### src/pkg/dcim_pkg.sv
// Constants, types and carriers shared by the drive control input mode logic.
package dcim_pkg;

    // ----------------------------------------------------------------
    // Timing
    // ----------------------------------------------------------------
    localparam int unsigned CLK_PERIOD_NS = 100;
    localparam int unsigned DEBOUNCE_TIME_NS = 5_000_000;
    localparam int unsigned DEBOUNCE_CYC = (DEBOUNCE_TIME_NS + CLK_PERIOD_NS - 1) / CLK_PERIOD_NS;
    localparam int unsigned BLINK_HALF_NS = 250_000_000;
    localparam int unsigned BLINK_CYC = BLINK_HALF_NS / CLK_PERIOD_NS;

    // ----------------------------------------------------------------
    // Register map
    // ----------------------------------------------------------------
    localparam int unsigned ADDR_W = 4;
    localparam logic [ADDR_W-1:0] ADDR_CTRL = 4'h0;
    localparam logic [ADDR_W-1:0] ADDR_STATUS = 4'h4;
    localparam int unsigned CTRL_MODE_LSB = 0;
    localparam int unsigned ST_CONTACT_LSB = 0;
    localparam int unsigned ST_ALT_RAMP = 8;
    localparam int unsigned ST_ENABLE = 9;
    localparam int unsigned ST_LOCAL = 10;
    localparam int unsigned ST_RUN = 11;
    localparam int unsigned ST_DIR_REV = 12;
    localparam int unsigned ST_FLASH = 13;
    localparam int unsigned ST_PROGRAM = 14;
    localparam int unsigned ST_ARMED = 15;

    // ----------------------------------------------------------------
    // Input modes
    // ----------------------------------------------------------------
    localparam int unsigned MODE_W = 3;
    localparam logic [MODE_W-1:0] MODE_THREE_WIRE = 3'h0;
    localparam logic [MODE_W-1:0] MODE_TWO_WIRE = 3'h1;
    localparam logic [MODE_W-1:0] MODE_KEYPAD = 3'h2;
    localparam logic [MODE_W-1:0] MODE_MOMENTARY = 3'h3;
    localparam logic [MODE_W-1:0] MODE_ACCEL_DECEL = 3'h4;
    localparam logic [MODE_W-1:0] MODE_ENABLE = 3'h5;
    localparam logic [MODE_W-1:0] MODE_LOCAL_REMOTE = 3'h6;
    localparam logic [MODE_W-1:0] MODE_MAX = 3'h6;
    localparam logic [MODE_W-1:0] MODE_RESET = 3'h0;

    typedef enum logic {
        DCIM_KP_DISPLAY = 1'b0,
        DCIM_KP_PROGRAM = 1'b1
    } dcim_kp_state_t;

    // Contact closure inputs, 1 = closed.
    typedef struct packed {
        logic stop;
        logic run_rev;
        logic run_fwd;
        logic shared_sel;
        logic program_entry_key;
        logic dir_key;
        logic kp_start;
        logic kp_stop;
    } dcim_contacts_t;

    localparam int unsigned CONTACT_W = $bits(dcim_contacts_t);

endpackage
### src/hw/dcim_debounce.sv
// Synchroniser and debounce filter, one lane per contact input.
`timescale 1ns/1ps
module dcim_debounce
    import dcim_pkg::*;
#(
    parameter int unsigned N = CONTACT_W,
    parameter int unsigned CYC = DEBOUNCE_CYC
) (
    input wire logic clk_i,
    input wire logic rst_i,
    input wire logic ce_i,
    input wire logic [N-1:0] raw_i,
    output logic [N-1:0] clean_o
);
    localparam int unsigned CW = $clog2(CYC + 1);
    localparam logic [CW-1:0] LIMIT = CW'(CYC);

    typedef struct packed {
        logic [N-1:0] sync1;
        logic [N-1:0] sync2;
        logic [N-1:0] stable;
        logic [N-1:0][CW-1:0] cnt;
    } dcim_db_state_t;

    dcim_db_state_t s;
    dcim_db_state_t next_s;

    always_comb begin
        next_s = s;
        next_s.sync1 = raw_i;
        next_s.sync2 = s.sync1;
        for (int i = 0; i < N; i++) begin
            if (s.sync2[i] == s.stable[i]) begin
                next_s.cnt[i] = '0;
            end else if (s.cnt[i] == LIMIT) begin
                next_s.stable[i] = s.sync2[i];
                next_s.cnt[i] = '0;
            end else begin
                next_s.cnt[i] = s.cnt[i] + CW'(1);
            end
        end
    end

    always_ff @(posedge clk_i or posedge rst_i) begin
        if (rst_i) begin
            s <= '0;
        end else if (ce_i) begin
            s <= next_s;
        end
    end

    assign clean_o = s.stable;

    // ----------------------------------------------------------------
    // Checks
    // ----------------------------------------------------------------
    logic any_full;
    always_comb begin
        any_full = 1'b0;
        for (int i = 0; i < N; i++) begin
            any_full = any_full | (s.cnt[i] == LIMIT);
        end
    end
endmodule

### src/hw/dcim_top.sv
// Control input mode logic: run qualification, shared input, keypad and indicators.
`timescale 1ns/1ps
module dcim_top
    import dcim_pkg::*;
#(
    parameter int unsigned DEBOUNCE_CYC_P = DEBOUNCE_CYC,
    parameter int unsigned BLINK_CYC_P = BLINK_CYC
) (
    input wire logic clk_i,
    input wire logic rst_i,
    input wire logic ce_i,
    input wire dcim_contacts_t contacts_i,
    input wire logic motor_stopped_i,
    input wire logic [ADDR_W-1:0] addr_i,
    input wire logic [31:0] wdata_i,
    input wire logic wr_i,
    input wire logic rd_i,
    output logic [31:0] rdata_o,
    output logic run_cmd_o,
    output logic dir_rev_o,
    output logic alt_ramp_o,
    output logic drive_enable_o,
    output logic local_terminal_o,
    output logic fault_clear_o,
    output logic program_mode_o,
    output logic led_fwd_o,
    output logic led_rev_o
);
    localparam int unsigned BW = $clog2(BLINK_CYC_P + 1);
    localparam logic [BW-1:0] BLINK_LIMIT = BW'(BLINK_CYC_P);

    typedef struct packed {
        logic [MODE_W-1:0] mode;
        dcim_kp_state_t kp;
        dcim_contacts_t prev;
        logic run;
        logic dir_rev;
        logic armed;
        logic flash;
        logic [BW-1:0] blink_cnt;
        logic blink;
        logic alt_ramp;
        logic enable;
        logic local_ctl;
        logic fault_clr;
        logic led_fwd;
        logic led_rev;
        logic [31:0] rdata;
    } dcim_state_t;

    dcim_state_t s;
    dcim_state_t next_s;
    dcim_contacts_t db;
    dcim_contacts_t rise;
    logic [CONTACT_W-1:0] db_vec;
    logic maint;
    logic stop_ok;
    logic enabled;
    logic run_req;
    logic [31:0] status;

    dcim_debounce #(
        .N(CONTACT_W),
        .CYC(DEBOUNCE_CYC_P)
    ) u_debounce (
        .clk_i(clk_i),
        .rst_i(rst_i),
        .ce_i(ce_i),
        .raw_i(CONTACT_W'(contacts_i)),
        .clean_o(db_vec)
    );

    assign db = dcim_contacts_t'(db_vec);
    assign rise = dcim_contacts_t'(db_vec & ~CONTACT_W'(s.prev));

    always_comb begin
        status = '0;
        status[ST_CONTACT_LSB +: CONTACT_W] = db_vec;
        status[ST_ALT_RAMP] = s.alt_ramp;
        status[ST_ENABLE] = s.enable;
        status[ST_LOCAL] = s.local_ctl;
        status[ST_RUN] = s.run;
        status[ST_DIR_REV] = s.dir_rev;
        status[ST_FLASH] = s.flash;
        status[ST_PROGRAM] = (s.kp == DCIM_KP_PROGRAM);
        status[ST_ARMED] = s.armed;
    end

    always_comb begin
        next_s = s;
        next_s.prev = db;
        maint = (s.mode >= MODE_ACCEL_DECEL);
        run_req = db.run_fwd | db.run_rev;
        // The three terminal modes below 4 use terminal 8 as a stop contact.
        stop_ok = maint || (s.mode == MODE_KEYPAD) || db.stop;
        enabled = (s.mode != MODE_ENABLE) || db.shared_sel;
        next_s.enable = enabled;
        next_s.alt_ramp = (s.mode == MODE_ACCEL_DECEL) && !db.shared_sel;
        next_s.local_ctl = (s.mode == MODE_LOCAL_REMOTE) && !db.shared_sel;
        next_s.fault_clr = maint && (db.shared_sel != s.prev.shared_sel);

        if (!run_req) begin
            next_s.armed = 1'b1;
        end
        unique case (s.mode)
            MODE_THREE_WIRE: begin
                if (rise.run_fwd) begin
                    next_s.run = 1'b1;
                end
                next_s.dir_rev = db.run_rev;
            end
            MODE_KEYPAD: begin
                if (rise.kp_start) begin
                    next_s.run = 1'b1;
                end
                if (rise.dir_key) begin
                    next_s.dir_rev = !s.dir_rev;
                end
            end
            MODE_MOMENTARY: begin
                if (rise.run_fwd) begin
                    next_s.run = 1'b1;
                    next_s.dir_rev = 1'b0;
                end else if (rise.run_rev) begin
                    next_s.run = 1'b1;
                    next_s.dir_rev = 1'b1;
                end
            end
            default: begin
                // Maintained two-wire modes: run only while armed and held.
                next_s.run = s.armed && run_req;
                if (run_req) begin
                    next_s.dir_rev = db.run_rev;
                end
                if (s.run && !run_req) begin
                    next_s.armed = 1'b1;
                end
            end
        endcase
        if (!stop_ok || !enabled || rise.kp_stop) begin
            next_s.run = 1'b0;
            next_s.armed = 1'b0;
        end

        if (s.run && (next_s.dir_rev != s.dir_rev)) begin
            next_s.flash = 1'b1;
        end else if (motor_stopped_i) begin
            next_s.flash = 1'b0;
        end
        if (!s.flash || s.blink_cnt == BLINK_LIMIT) begin
            next_s.blink_cnt = '0;
            next_s.blink = s.flash && !s.blink;
        end else begin
            next_s.blink_cnt = s.blink_cnt + BW'(1);
        end
        next_s.led_fwd = !s.dir_rev || (s.flash && s.blink);
        next_s.led_rev = s.dir_rev || (s.flash && s.blink);

        unique case (s.kp)
            DCIM_KP_DISPLAY: begin
                if (rise.program_entry_key) begin
                    next_s.kp = DCIM_KP_PROGRAM;
                end
            end
            DCIM_KP_PROGRAM: begin
                // A second press aborts editing and returns to display.
                if (rise.program_entry_key) begin
                    next_s.kp = DCIM_KP_DISPLAY;
                end
            end
        endcase

        if (wr_i && addr_i == ADDR_CTRL) begin
            if (wdata_i[CTRL_MODE_LSB +: MODE_W] <= MODE_MAX) begin
                next_s.mode = wdata_i[CTRL_MODE_LSB +: MODE_W];
                // A new method never inherits a run latched under the old one.
                if (wdata_i[CTRL_MODE_LSB +: MODE_W] != s.mode) begin
                    next_s.run = 1'b0;
                    next_s.armed = 1'b0;
                end
            end
        end
        next_s.rdata = '0;
        if (rd_i) begin
            if (addr_i == ADDR_CTRL) begin
                next_s.rdata[CTRL_MODE_LSB +: MODE_W] = s.mode;
            end else if (addr_i == ADDR_STATUS) begin
                next_s.rdata = status;
            end
        end
    end

    always_ff @(posedge clk_i or posedge rst_i) begin
        if (rst_i) begin
            s <= '0;
        end else if (ce_i) begin
            s <= next_s;
        end
    end

    assign rdata_o = s.rdata;
    assign run_cmd_o = s.run;
    assign dir_rev_o = s.dir_rev;
    assign alt_ramp_o = s.alt_ramp;
    assign drive_enable_o = s.enable;
    assign local_terminal_o = s.local_ctl;
    assign fault_clear_o = s.fault_clr;
    assign program_mode_o = (s.kp == DCIM_KP_PROGRAM);
    assign led_fwd_o = s.led_fwd;
    assign led_rev_o = s.led_rev;
endmodule

### config.mk
export PLATFORM = sky130hd
export DESIGN_NAME = dcim_top
export DESIGN_NICKNAME = d
export VERILOG_FILES = /design/src/pkg/dcim_pkg.sv /design/src/hw/dcim_debounce.sv /design/src/hw/dcim_top.sv
export SDC_FILE = /design/constraint.sdc
export NUM_CORES = 1
export LEC_CHECK = 0
export ABC_AREA = 1
export BUFFER_PORTS_ARGS = -buffer_cell sky130_fd_sc_hd__buf_2
export CAP_MARGIN = 10
export CORE_ASPECT_RATIO = 1.4
export CORE_UTILIZATION = 54
export CTS_CLUSTER_DIAMETER = 60
export DETAILED_ROUTE_END_ITERATION = 7
export HOLD_SLACK_MARGIN = 0.06
export MAX_ROUTING_LAYER = met4
export PLACE_DENSITY = 0.75
export SLEW_MARGIN = 20
export SYNTH_ARGS = -nofsm -noshare
export SYNTH_HDL_FRONTEND = slang
export SYNTH_SLANG_ARGS = --single-unit
### constraint.sdc
create_clock -name clk_i -period 13.8 [get_ports clk_i]
set_input_delay 1.38 -clock clk_i [delete_from_list [all_inputs] [get_ports clk_i]]
set_output_delay 1.38 -clock clk_i [all_outputs]
set_load 0.05 [all_outputs]
# After elaboration in Yosys (flattened, before gate mapping)
# Index checks and enable logic that the tools add are counted.
# Widths: inputs -> output; s select.
totals:
  ff_bits: 228
  input_bits: 50
  output_inout_bits: 41
  elab_cells: 172
op_classes:
  n_addsub: 9
  order_cmp: 2
  eq_ne: 26
  n_mux: 44
  bitwise: 12
  reduce_logical: 39
ops:
  columns: ["cell", "count"]
  rows:
  - ["$mux 16", 17]
  - ["$add 16x1->16 const B", 8]
  - ["$eq 16x16->1 const B", 8]
  - ["$mux 32", 1]
  - ["$mux 29", 1]
  - ["$reduce_and 3->1", 9]
  - ["$add 22x1->22 const B", 1]
  - ["$eq 22x22->1 const B", 1]
  - ["$mux 22", 1]
  - ["$mux 1", 19]
  - ["$logic_and 1x1->1", 9]
  - ["$not 1->1", 9]
  - ["$eq 1x1->1", 8]
  - ["$logic_or 1x1->1", 8]
  - ["$and 7x7->7", 1]
  - ["$logic_not 1->1", 7]
  - ["$not 7->7", 1]
  - ["$eq 3x2->1 const B", 2]
  - ["$eq 3x3->1 const B", 2]
  - ["$pmux 2 s3", 1]
  - ["$eq 4x3->1 const B", 1]
  - ["$logic_not 4->1", 1]
  - ["$mux 2", 2]
  - ["$reduce_and 2->1", 2]
  - ["other kinds (11)", 12]

# Longest topological paths before layout
# Gate-level depths: netlist (run 1).
depth:
  depth_word: 10
  depth_mapped: 12
  depth_no_buf: 11

# Hierarchy
# Synthesis (run 1) repeated with hierarchy kept, for this count alone.
hier_totals:
  cells_unflattened: 1691
  area_unflattened_um2: 12236.7
by_module_without_submodules:
  columns: ["mod", "n_inst", "cells_each", "area_per_inst_um2", "seq_area_each_um2"]
  rows:
  - ["dcim_debounce", 1, 1246, 8911.0, 3803.6]
  - ["dcim_top", 1, 445, 3325.7, 1501.4]

# Worst setup path before layout (run 1)
# No wires, ideal clock.
synth_path:
  path_kind: "input-to-reg"
  from: "in addr_i[1]"
  to: "reg s (netlist bit run_cmd_o)"
  setup_ns: 0.118
  arrival_ns: 2.169
  t_required_ns: 13.682
  path_slack_ns: 11.513
  stages: 10
  n_path_buf: 0
  cell_sequence: "nor2_1 > nand2_1 > nor2_1 > nand2_1 > nor2_1 > nand2_1 > nand2_1 > nor2_1 > nand2_1 > nand2_1"
synth_between:
  elab_chain_len: 3
synth_rtl:
  columns: ["element", "line_no", "source"]
  rows:
  - ["start: declaration", "dcim_top.sv:14", "input wire logic [ADDR_W-1:0] addr_i,"]
  - ["$logic_not 4->1", "dcim_top.sv:173", "if (wr_i && addr_i == ADDR_CTRL) begin"]
  - ["$logic_and 1x1->1", "dcim_top.sv:173", null]
  - ["$mux 1", "dcim_top.sv:173", null]
  - ["end signal: assignment", "dcim_top.sv:197", "s <= next_s;"]
  - ["end: declaration", "dcim_top.sv:51", "dcim_state_t s;"]
# No other way between the ends.
# A chain may end at the register's enable or synchronous reset.

==> summary.txt, run 1 <==
Drt
  – Antenna viol nets, final: 0
  – Drt pass-1 iters: 5
  – Vias post-DR: 10,800
  – Via density: 5.33
  – DR WL/cell: 13.7 µm
  – Final WL: 27.7 mm
  – Initial DRC count: 657
  – Remaining DRCs: 0

Clock network
  – Clk root buf: clkbuf_16
  – Reg clk slew, reported paths: 0.06 ns
  – Clock buffer depth: 3
  – Resized cells post-CTS: 0
  – Cts hold-fix bufs: 0
  – CTS sink cnt: approximately 210
  – CTS buffer count: 23
  – Post-CTS Setup Bufs: 0
  – CTS tree: done
  – H-tree depth: 1
  – Clock latency on the worst-skew pair: 0.51 ns

Worst setup path
  – Reg2reg end: u_debounce.s[18]
  – Crit-path most repeated cell: buf_4
  – Slowest-stage cell, CP: buf_4
  – WP data arrival: ~4.2 ns
  – Reg2Reg Setup Slack: 11.85 ns
  – Kind of critical path: primary input to flip-flop
  – Number of cell instances on the worst register-to-register path: 9
  – Crit start category: primary input
  – Max FO, Critical Path: 62
  – Slowest cell delay on critical path: slightly above 0.6 ns
  – WP buf/inv: 4
  – Req. time, crit path: between 10 and 15 ns
  – Crit. End Element: flip-flop
  – CP Cell Sequence: buf_4 -> buf_4 -> buf_4 -> nand2_1 -> nor2_1 -> inv_1 -> o21ai_0
  – Reg2reg start: u_debounce.s[16]
  – CP delay by family, top: buffers and inverters

Min path
  – WHS Endpoint: s[68]
  – Hold WC Path Type: flip-flop to flip-flop
  – WHS Path Cells: 2
  – Hold Startpoint: s[68]

Logic synthesis
  – Cell Area, Synth: approximately 12,000 µm²
  – Post-synthesis sequential element count: 212
  – Primary FF master, synth: dfrtp_1
  – Largest area contributor in the synthesized netlist: dfrtp_1
  – Post-synth top area share: 42.7%
  – Synth Warn #: 0
  – Ys async rst share: 100%
  – Avg Inst Size Synth: 7.37 µm²
  – Post-Synthesis Cells: about 1,700
  – Post-synthesis sequential area ratio: 42.7%
  – Netlist cell types: 47
  – Largest cells by area after synthesis: dfrtp_1 (43%), nand2_1 (14%), inv_1 (6.3%)
  – EDFF count, synth: 0

Power
  – Leakage: approximately 0.0062 µW
  – Pwr Density: around 110 nW/µm²
  – Worst vdd ir: 0.0968 mV
  – Total power: 1480 µW

Floorplan
  – Placeable Area: 22,600 µm²
  – Die W: approximately 130 µm
  – Starting Density: roughly 55%
  – Num rows: 65
  – Num ports: 91
  – Die Span Y: 182 µm
  – Die area: 23,700 µm²

Placed design
  – Placed instance area: roughly 13,000 µm²
  – PortBufs: 45
  – Hpwl dp: 19.0 mm
  – Placed insts: ~2,000
  – GPL Wtd Cong: 0.889

Layout
  – Commonest non-fill, non-tap cell in the layout: nand2_1
  – Layout Utilization: 59.5%
  – Design Area, Final: 13,500 µm²
  – Ant diodes: 0
  – Finished Layout Cells: 2,024
  – Fraction of layout cells with a size suffix above 1: around 8.1%
  – Most frequent cells in the layout: nand2_1 (478), dfrtp_1 (212), inv_1 (208)
  – Synth-to-layout area growth: 8.20%
  – Fillers: 2,100
  – Nets: 1,777

Status
  – Status: complete, no violations

STA
  – RSZ-0062 raised after global routing: false
  – Worst Max-Slew Pin Slew: 0.975 ns
  – Final-report hold violation count: 0
  – Setup TNS: 0 ns
  – Setup Viol. Count Final: 0
  – Clock skew: ~0.013 ns
  – Minimum clock period: 3.75 ns
  – Max Slew Vio Count: 0
  – Slew margin rel.: 35.0%
  – Fin crit share: 27.2%
  – Fmax: 266 MHz

GRT
  – Global-route wire length before repair: 47.6 mm
  – Largest net degree at the start of global routing: 140
  – Vias in the first global route: 10,600
  – GR Overflow Total: 0
  – GR Util All Layers: between 20% and 30%
  – Initial antenna violation count: 0

Job
  – Number of max-cap violations: 0
==> sequential cells by signal, summed over array words and instances, names as in the netlist <==
signal	flops
u_debounce.clean_o	8
u_debounce.next_s	8
program_mode_o	1
led_rev_o	1
fault_clear_o	1
alt_ramp_o	1
rdata_o	16
led_fwd_o	1
dir_rev_o	1
run_cmd_o	1
s	35
u_debounce.s	136
drive_enable_o	1
local_terminal_o	1
==> per-layer routing <==
layer	vias to the layer above	part of all wire [%]	track usage, %
li1	5443	-	-
met4	0	3.2	9.49
met1	5096	43	29.8
met5	-	0	-
met3	59	3.2	2.89
met2	200	51	44.0
==> stage by stage <==
stage | setup WS, ns | hold WS [ns]
floorplan | 6.63 | 0.442
global placement | 9.62 | 0.455
detailed placement | 9.59 | 0.462
CTS | 10.11 | 0.475
global route | 9.71 | 0.489
finish | 10.05 | 0.473
==> how the worst max path moves through the flow <==
stage          start                to  slack (ns)  depth (start not counted)
2_1_floorplan  rst_i        alt_ramp_o        6.63                          1
3_3_place_gp    ce_i  u_debounce.s[18]        9.62                          7
3_5_place_dp    ce_i  u_debounce.s[18]        9.59                          7
4_1_cts         ce_i  u_debounce.s[18]       10.11                          7
5_1_grt         ce_i  u_debounce.s[18]        9.71                          7
6_report        ce_i  u_debounce.s[18]       10.05                          7
==> power by group <==
group,switching [µW],internal [µW]
sequential,30.4,649
combinational,119,45.0
clock,245,388
==> Yosys cell counts, types with 2 or more instances <==
cell	count
nand2_1	478
dfrtp_1	212
inv_1	209
nor2_1	179
nand3_1	115
o21ai_0	103
nand4_1	60
o22ai_1	39
buf_4	36
xor2_1	36
nor3_1	30
a21oi_1	22
buf_2	19
ha_1	18
xnor2_1	15
nor2_2	12
o21ai_1	11
nand2_2	9
clkbuf_1	8
o211ai_1	8
inv_2	6
nor3_2	6
buf_6	5
nor2_4	5
o31ai_1	5
a31oi_1	4
o21bai_1	4
or2_2	4
a21boi_1	3
nand3_2	3
nand3b_1	3
a21boi_4	2
and3_1	2
nand2_4	2
nor3b_1	2
or2_0	2
==> cell type report <==
cell class                      count  area (µm²)  share of cell area, %
Timing Repair Buffer               49         258                   1.92
Clock buffer                       33         663                   4.93
Multi-Input combinational cell   1207        5920                   44.0
Clock inverter                      6         108                  0.800
Tap cell                          301         377                   2.80
Inverter                          216         822                   6.11
Sequential cell                   212        5310                   39.4
==> cells by family after synthesis <==
logic type / count (synthesis) / share of synthesized area (%)
compound gates: 206 / 9.57
buf+inv: 284 / 10.2
other cells: 1 / 0.0302
flops: 212 / 42.7
fa+ha+maj: 18 / 1.81
simple gates: 916 / 32.2
xor+xnor: 51 / 3.59
==> worst min-delay path, cell delays in order, from the launching register on <==
cell and delay (ns):
dfrtp_1 0.34, nand2_1 0.05, nand2_1 0.05
Note: power is estimated with default switching activity, not from simulation.
==> run 2: changes to the inputs <==
==> constraint.sdc (replaced) <==
create_clock -name clk_i -period 3.7 [get_ports clk_i]
set_input_delay 0.37 -clock clk_i [delete_from_list [all_inputs] [get_ports clk_i]]
set_output_delay 0.37 -clock clk_i [all_outputs]
set_load 0.05 [all_outputs]
==> run 2 against run 1 <==
Compared with the run above: the run now ends with hold timing left; routed wire length increased by 1.6%; worst hold slack worse by 0.48 ns; combinational power grew to 3.8 times the previous value; global-route usage grew 0.43 points; critical path depth rose by 2; die area unchanged; setup slack got worse by 8.3 ns; cell area grew 0.78%; largest cell class unchanged; highest routed layer unchanged.
==> summary.txt, run 2 (synthesized netlist as in run 1, its figures left out) <==
Status
  – Status: complete, but fails checks
  – Failing checks: hold timing

Worst setup path
  – Slowest-stage cell, CP: nor2_1
  – Kind of critical path: flip-flop to flip-flop
  – Crit start category: flip-flop
  – Req. time, crit path: 4.13 ns (-10.09 ns)
  – Max FO, Critical Path: 11 (-82%)
  – CP Cell Sequence: inv_1 -> ha_1 -> nand2_1 -> nor3_1 -> nand2_1 -> nor2_1 -> nor2_1 -> inv_1 -> o21ai_0
  – Crit. End Element: flip-flop
  – WP data arrival: 2.38 ns (-1.79 ns)
  – Reg2Reg Setup Slack: 1.75 ns (-10.10 ns)
  – Slowest cell delay on critical path: 0.55 ns (-0.07 ns)

Placed design
  – Hpwl dp: 19.5 mm (+2.2%)
  – GPL Wtd Cong: 0.901 (+1.4%)
  – PortBufs: 45 (unchanged)
  – Placed insts: 1,988 (+0.15%)
  – Placed instance area: 12,700 µm² (+0.25%)

Floorplan
  – Starting Density: 55.0% (unchanged)
  – Num ports: 91 (unchanged)
  – Num rows: 65 (unchanged)
  – Placeable Area: 22,600 µm² (unchanged)
  – Die W: 130 µm (unchanged)
  – Die Span Y: 182 µm (unchanged)
  – Die area: 23,700 µm² (unchanged)

Layout
  – Finished Layout Cells: 2,036 (+0.59%)
  – Most frequent cells in the layout: nand2_1 (478), dfrtp_1 (212), inv_1 (208)
  – Fraction of layout cells with a size suffix above 1: 8.30% (+0.23 points)
  – Reg with most FFs: u_debounce.s
  – Commonest non-fill, non-tap cell in the layout: nand2_1
  – Synth-to-layout area growth: 9.04%
  – Nets: 1,786 (+0.51%)
  – Max reg flops: 136 (unchanged)
  – Design Area, Final: 13,600 µm² (+0.78%)
  – Ant diodes: 0 (unchanged)
  – Layout Utilization: 60.0% (+0.46 points)

STA
  – Worst Max-Slew Pin Slew: 0.898 ns (-0.0771 ns)
  – Fin crit share: 52.8%
  – RSZ-0062 raised after global routing: false
  – Fmax: 512 MHz
  – Final-report hold violation count: 2 (+2)
  – Clock skew: 0.0226 ns (+0.00961 ns)
  – Setup Viol. Count Final: 0 (unchanged)
  – Hold slack: -0.0104 ns (-0.483 ns)
  – Slew margin rel.: 40.1% (+5.1 points)
  – Setup TNS: 0 ns (unchanged)
  – Minimum clock period: 1.95 ns
  – Max Slew Vio Count: 0 (unchanged)

Drt
  – Final WL: 28.1 mm (+1.6%)
  – Drt pass-1 iters: 7 (+2)
  – Initial DRC count: 807 (+23%)
  – Vias post-DR: 11,000 (+1.5%)
  – DR WL/cell: 13.8 µm (+0.96%)
  – Remaining DRCs: 0 (unchanged)
  – Via density: 5.38 (+0.87%)
  – Antenna viol nets, final: 0 (unchanged)

Power
  – Pwr Density: 410 nW/µm² (+270%)
  – Leakage: 0.00622 µW (+0.77%)
  – Worst vdd ir: 0.399 mV (+310%)

Clock network
  – Clock buffer depth: 3 (unchanged)
  – H-tree depth: 1 (unchanged)
  – Reg clk slew, reported paths: 0.06 ns (about the same)
  – Resized cells post-CTS: 0 (unchanged)
  – Clk root buf: clkbuf_16
  – CTS sink cnt: 212 (unchanged)
  – Clock latency on the worst-skew pair: 0.53 ns (+0.02 ns)
  – Cts hold-fix bufs: 5 (+5)
  – CTS tree: done
  – Post-CTS Setup Bufs: 0 (unchanged)
  – CTS buffer count: 24 (+4.3%)

GRT
  – Largest net degree at the start of global routing: 154 (+10%)
  – Global-route wire length before repair: 48.2 mm (+1.3%)
  – GR Util All Layers: 25.8% (+0.43 points)
  – GR Overflow Total: 0 (unchanged)
  – Vias in the first global route: 10,500 (-0.41%)
  – Initial antenna violation count: 0 (unchanged)

Min path
  – Hold WC Path Type: primary input to async pin

Job
  – Number of max-cap violations: 0 (unchanged)
[run 2: final cells by class]
type                       instances  area [µm²]
fill                            2095        9050
multi-input combinational       1207        5920
sequential                       212        5310
inverter                         216         818
clock buffer                      36         707
tap                              301         377
timing repair buffer              57         343
clock inverter                     7        87.6
[run 2: critical path: cells and delay by family (launching register included)]
| kind | cells | cell delay, ns |
|---|---|---|
| AO/OA/AOI/OAI | 1 | 0.20 |
| buffers and inverters | 2 | 0.32 |
| AND/OR/NAND/NOR | 5 | 0.79 |
| adder cells (fa/ha/maj) | 1 | 0.19 |
| flip-flops | 1 | 0.38 |
[run 2: metrics by stage]
step	power (µW)	setup slack [ns]	hold WS [ns]
after floorplan	3050	0.574	0.442
after global placement	3170	1.53	0.455
after detailed placement	3190	1.52	0.459
after CTS	5630	1.76	0.0837
after global routing	5810	1.51	0.100
final	5560	1.75	-0.0104
[run 2: final timing paths]
path / from / endpoint / cells after the start
min in group clk_i: contacts_i[2] / u_debounce.next_s[138] / 3
max: u_debounce.s[16] / u_debounce.s[18] / 9
min: rst_i / s[56] / 3
max reg2reg: u_debounce.s[16] / u_debounce.s[18] / 9
max in group asynchronous: rst_i / u_debounce.s[127] / 3
min reg2reg: u_debounce.next_s[142] / u_debounce.next_s[142] / 2
[run 2: per-layer routing]
layer	part of all wire (%)	global-route usage (%)
met3	4.1	2.77
met5	0	-
met2	51	44.8
met4	2.8	9.21
met1	42	30.6
[run 2: where the power goes]
part           total, µW  internal (µW)  leakage, µW  switching [µW]
Combinational        616            175      0.00296             441
Clock               2410           1450     0.000389             958
Sequential          2530           2420      0.00288             112
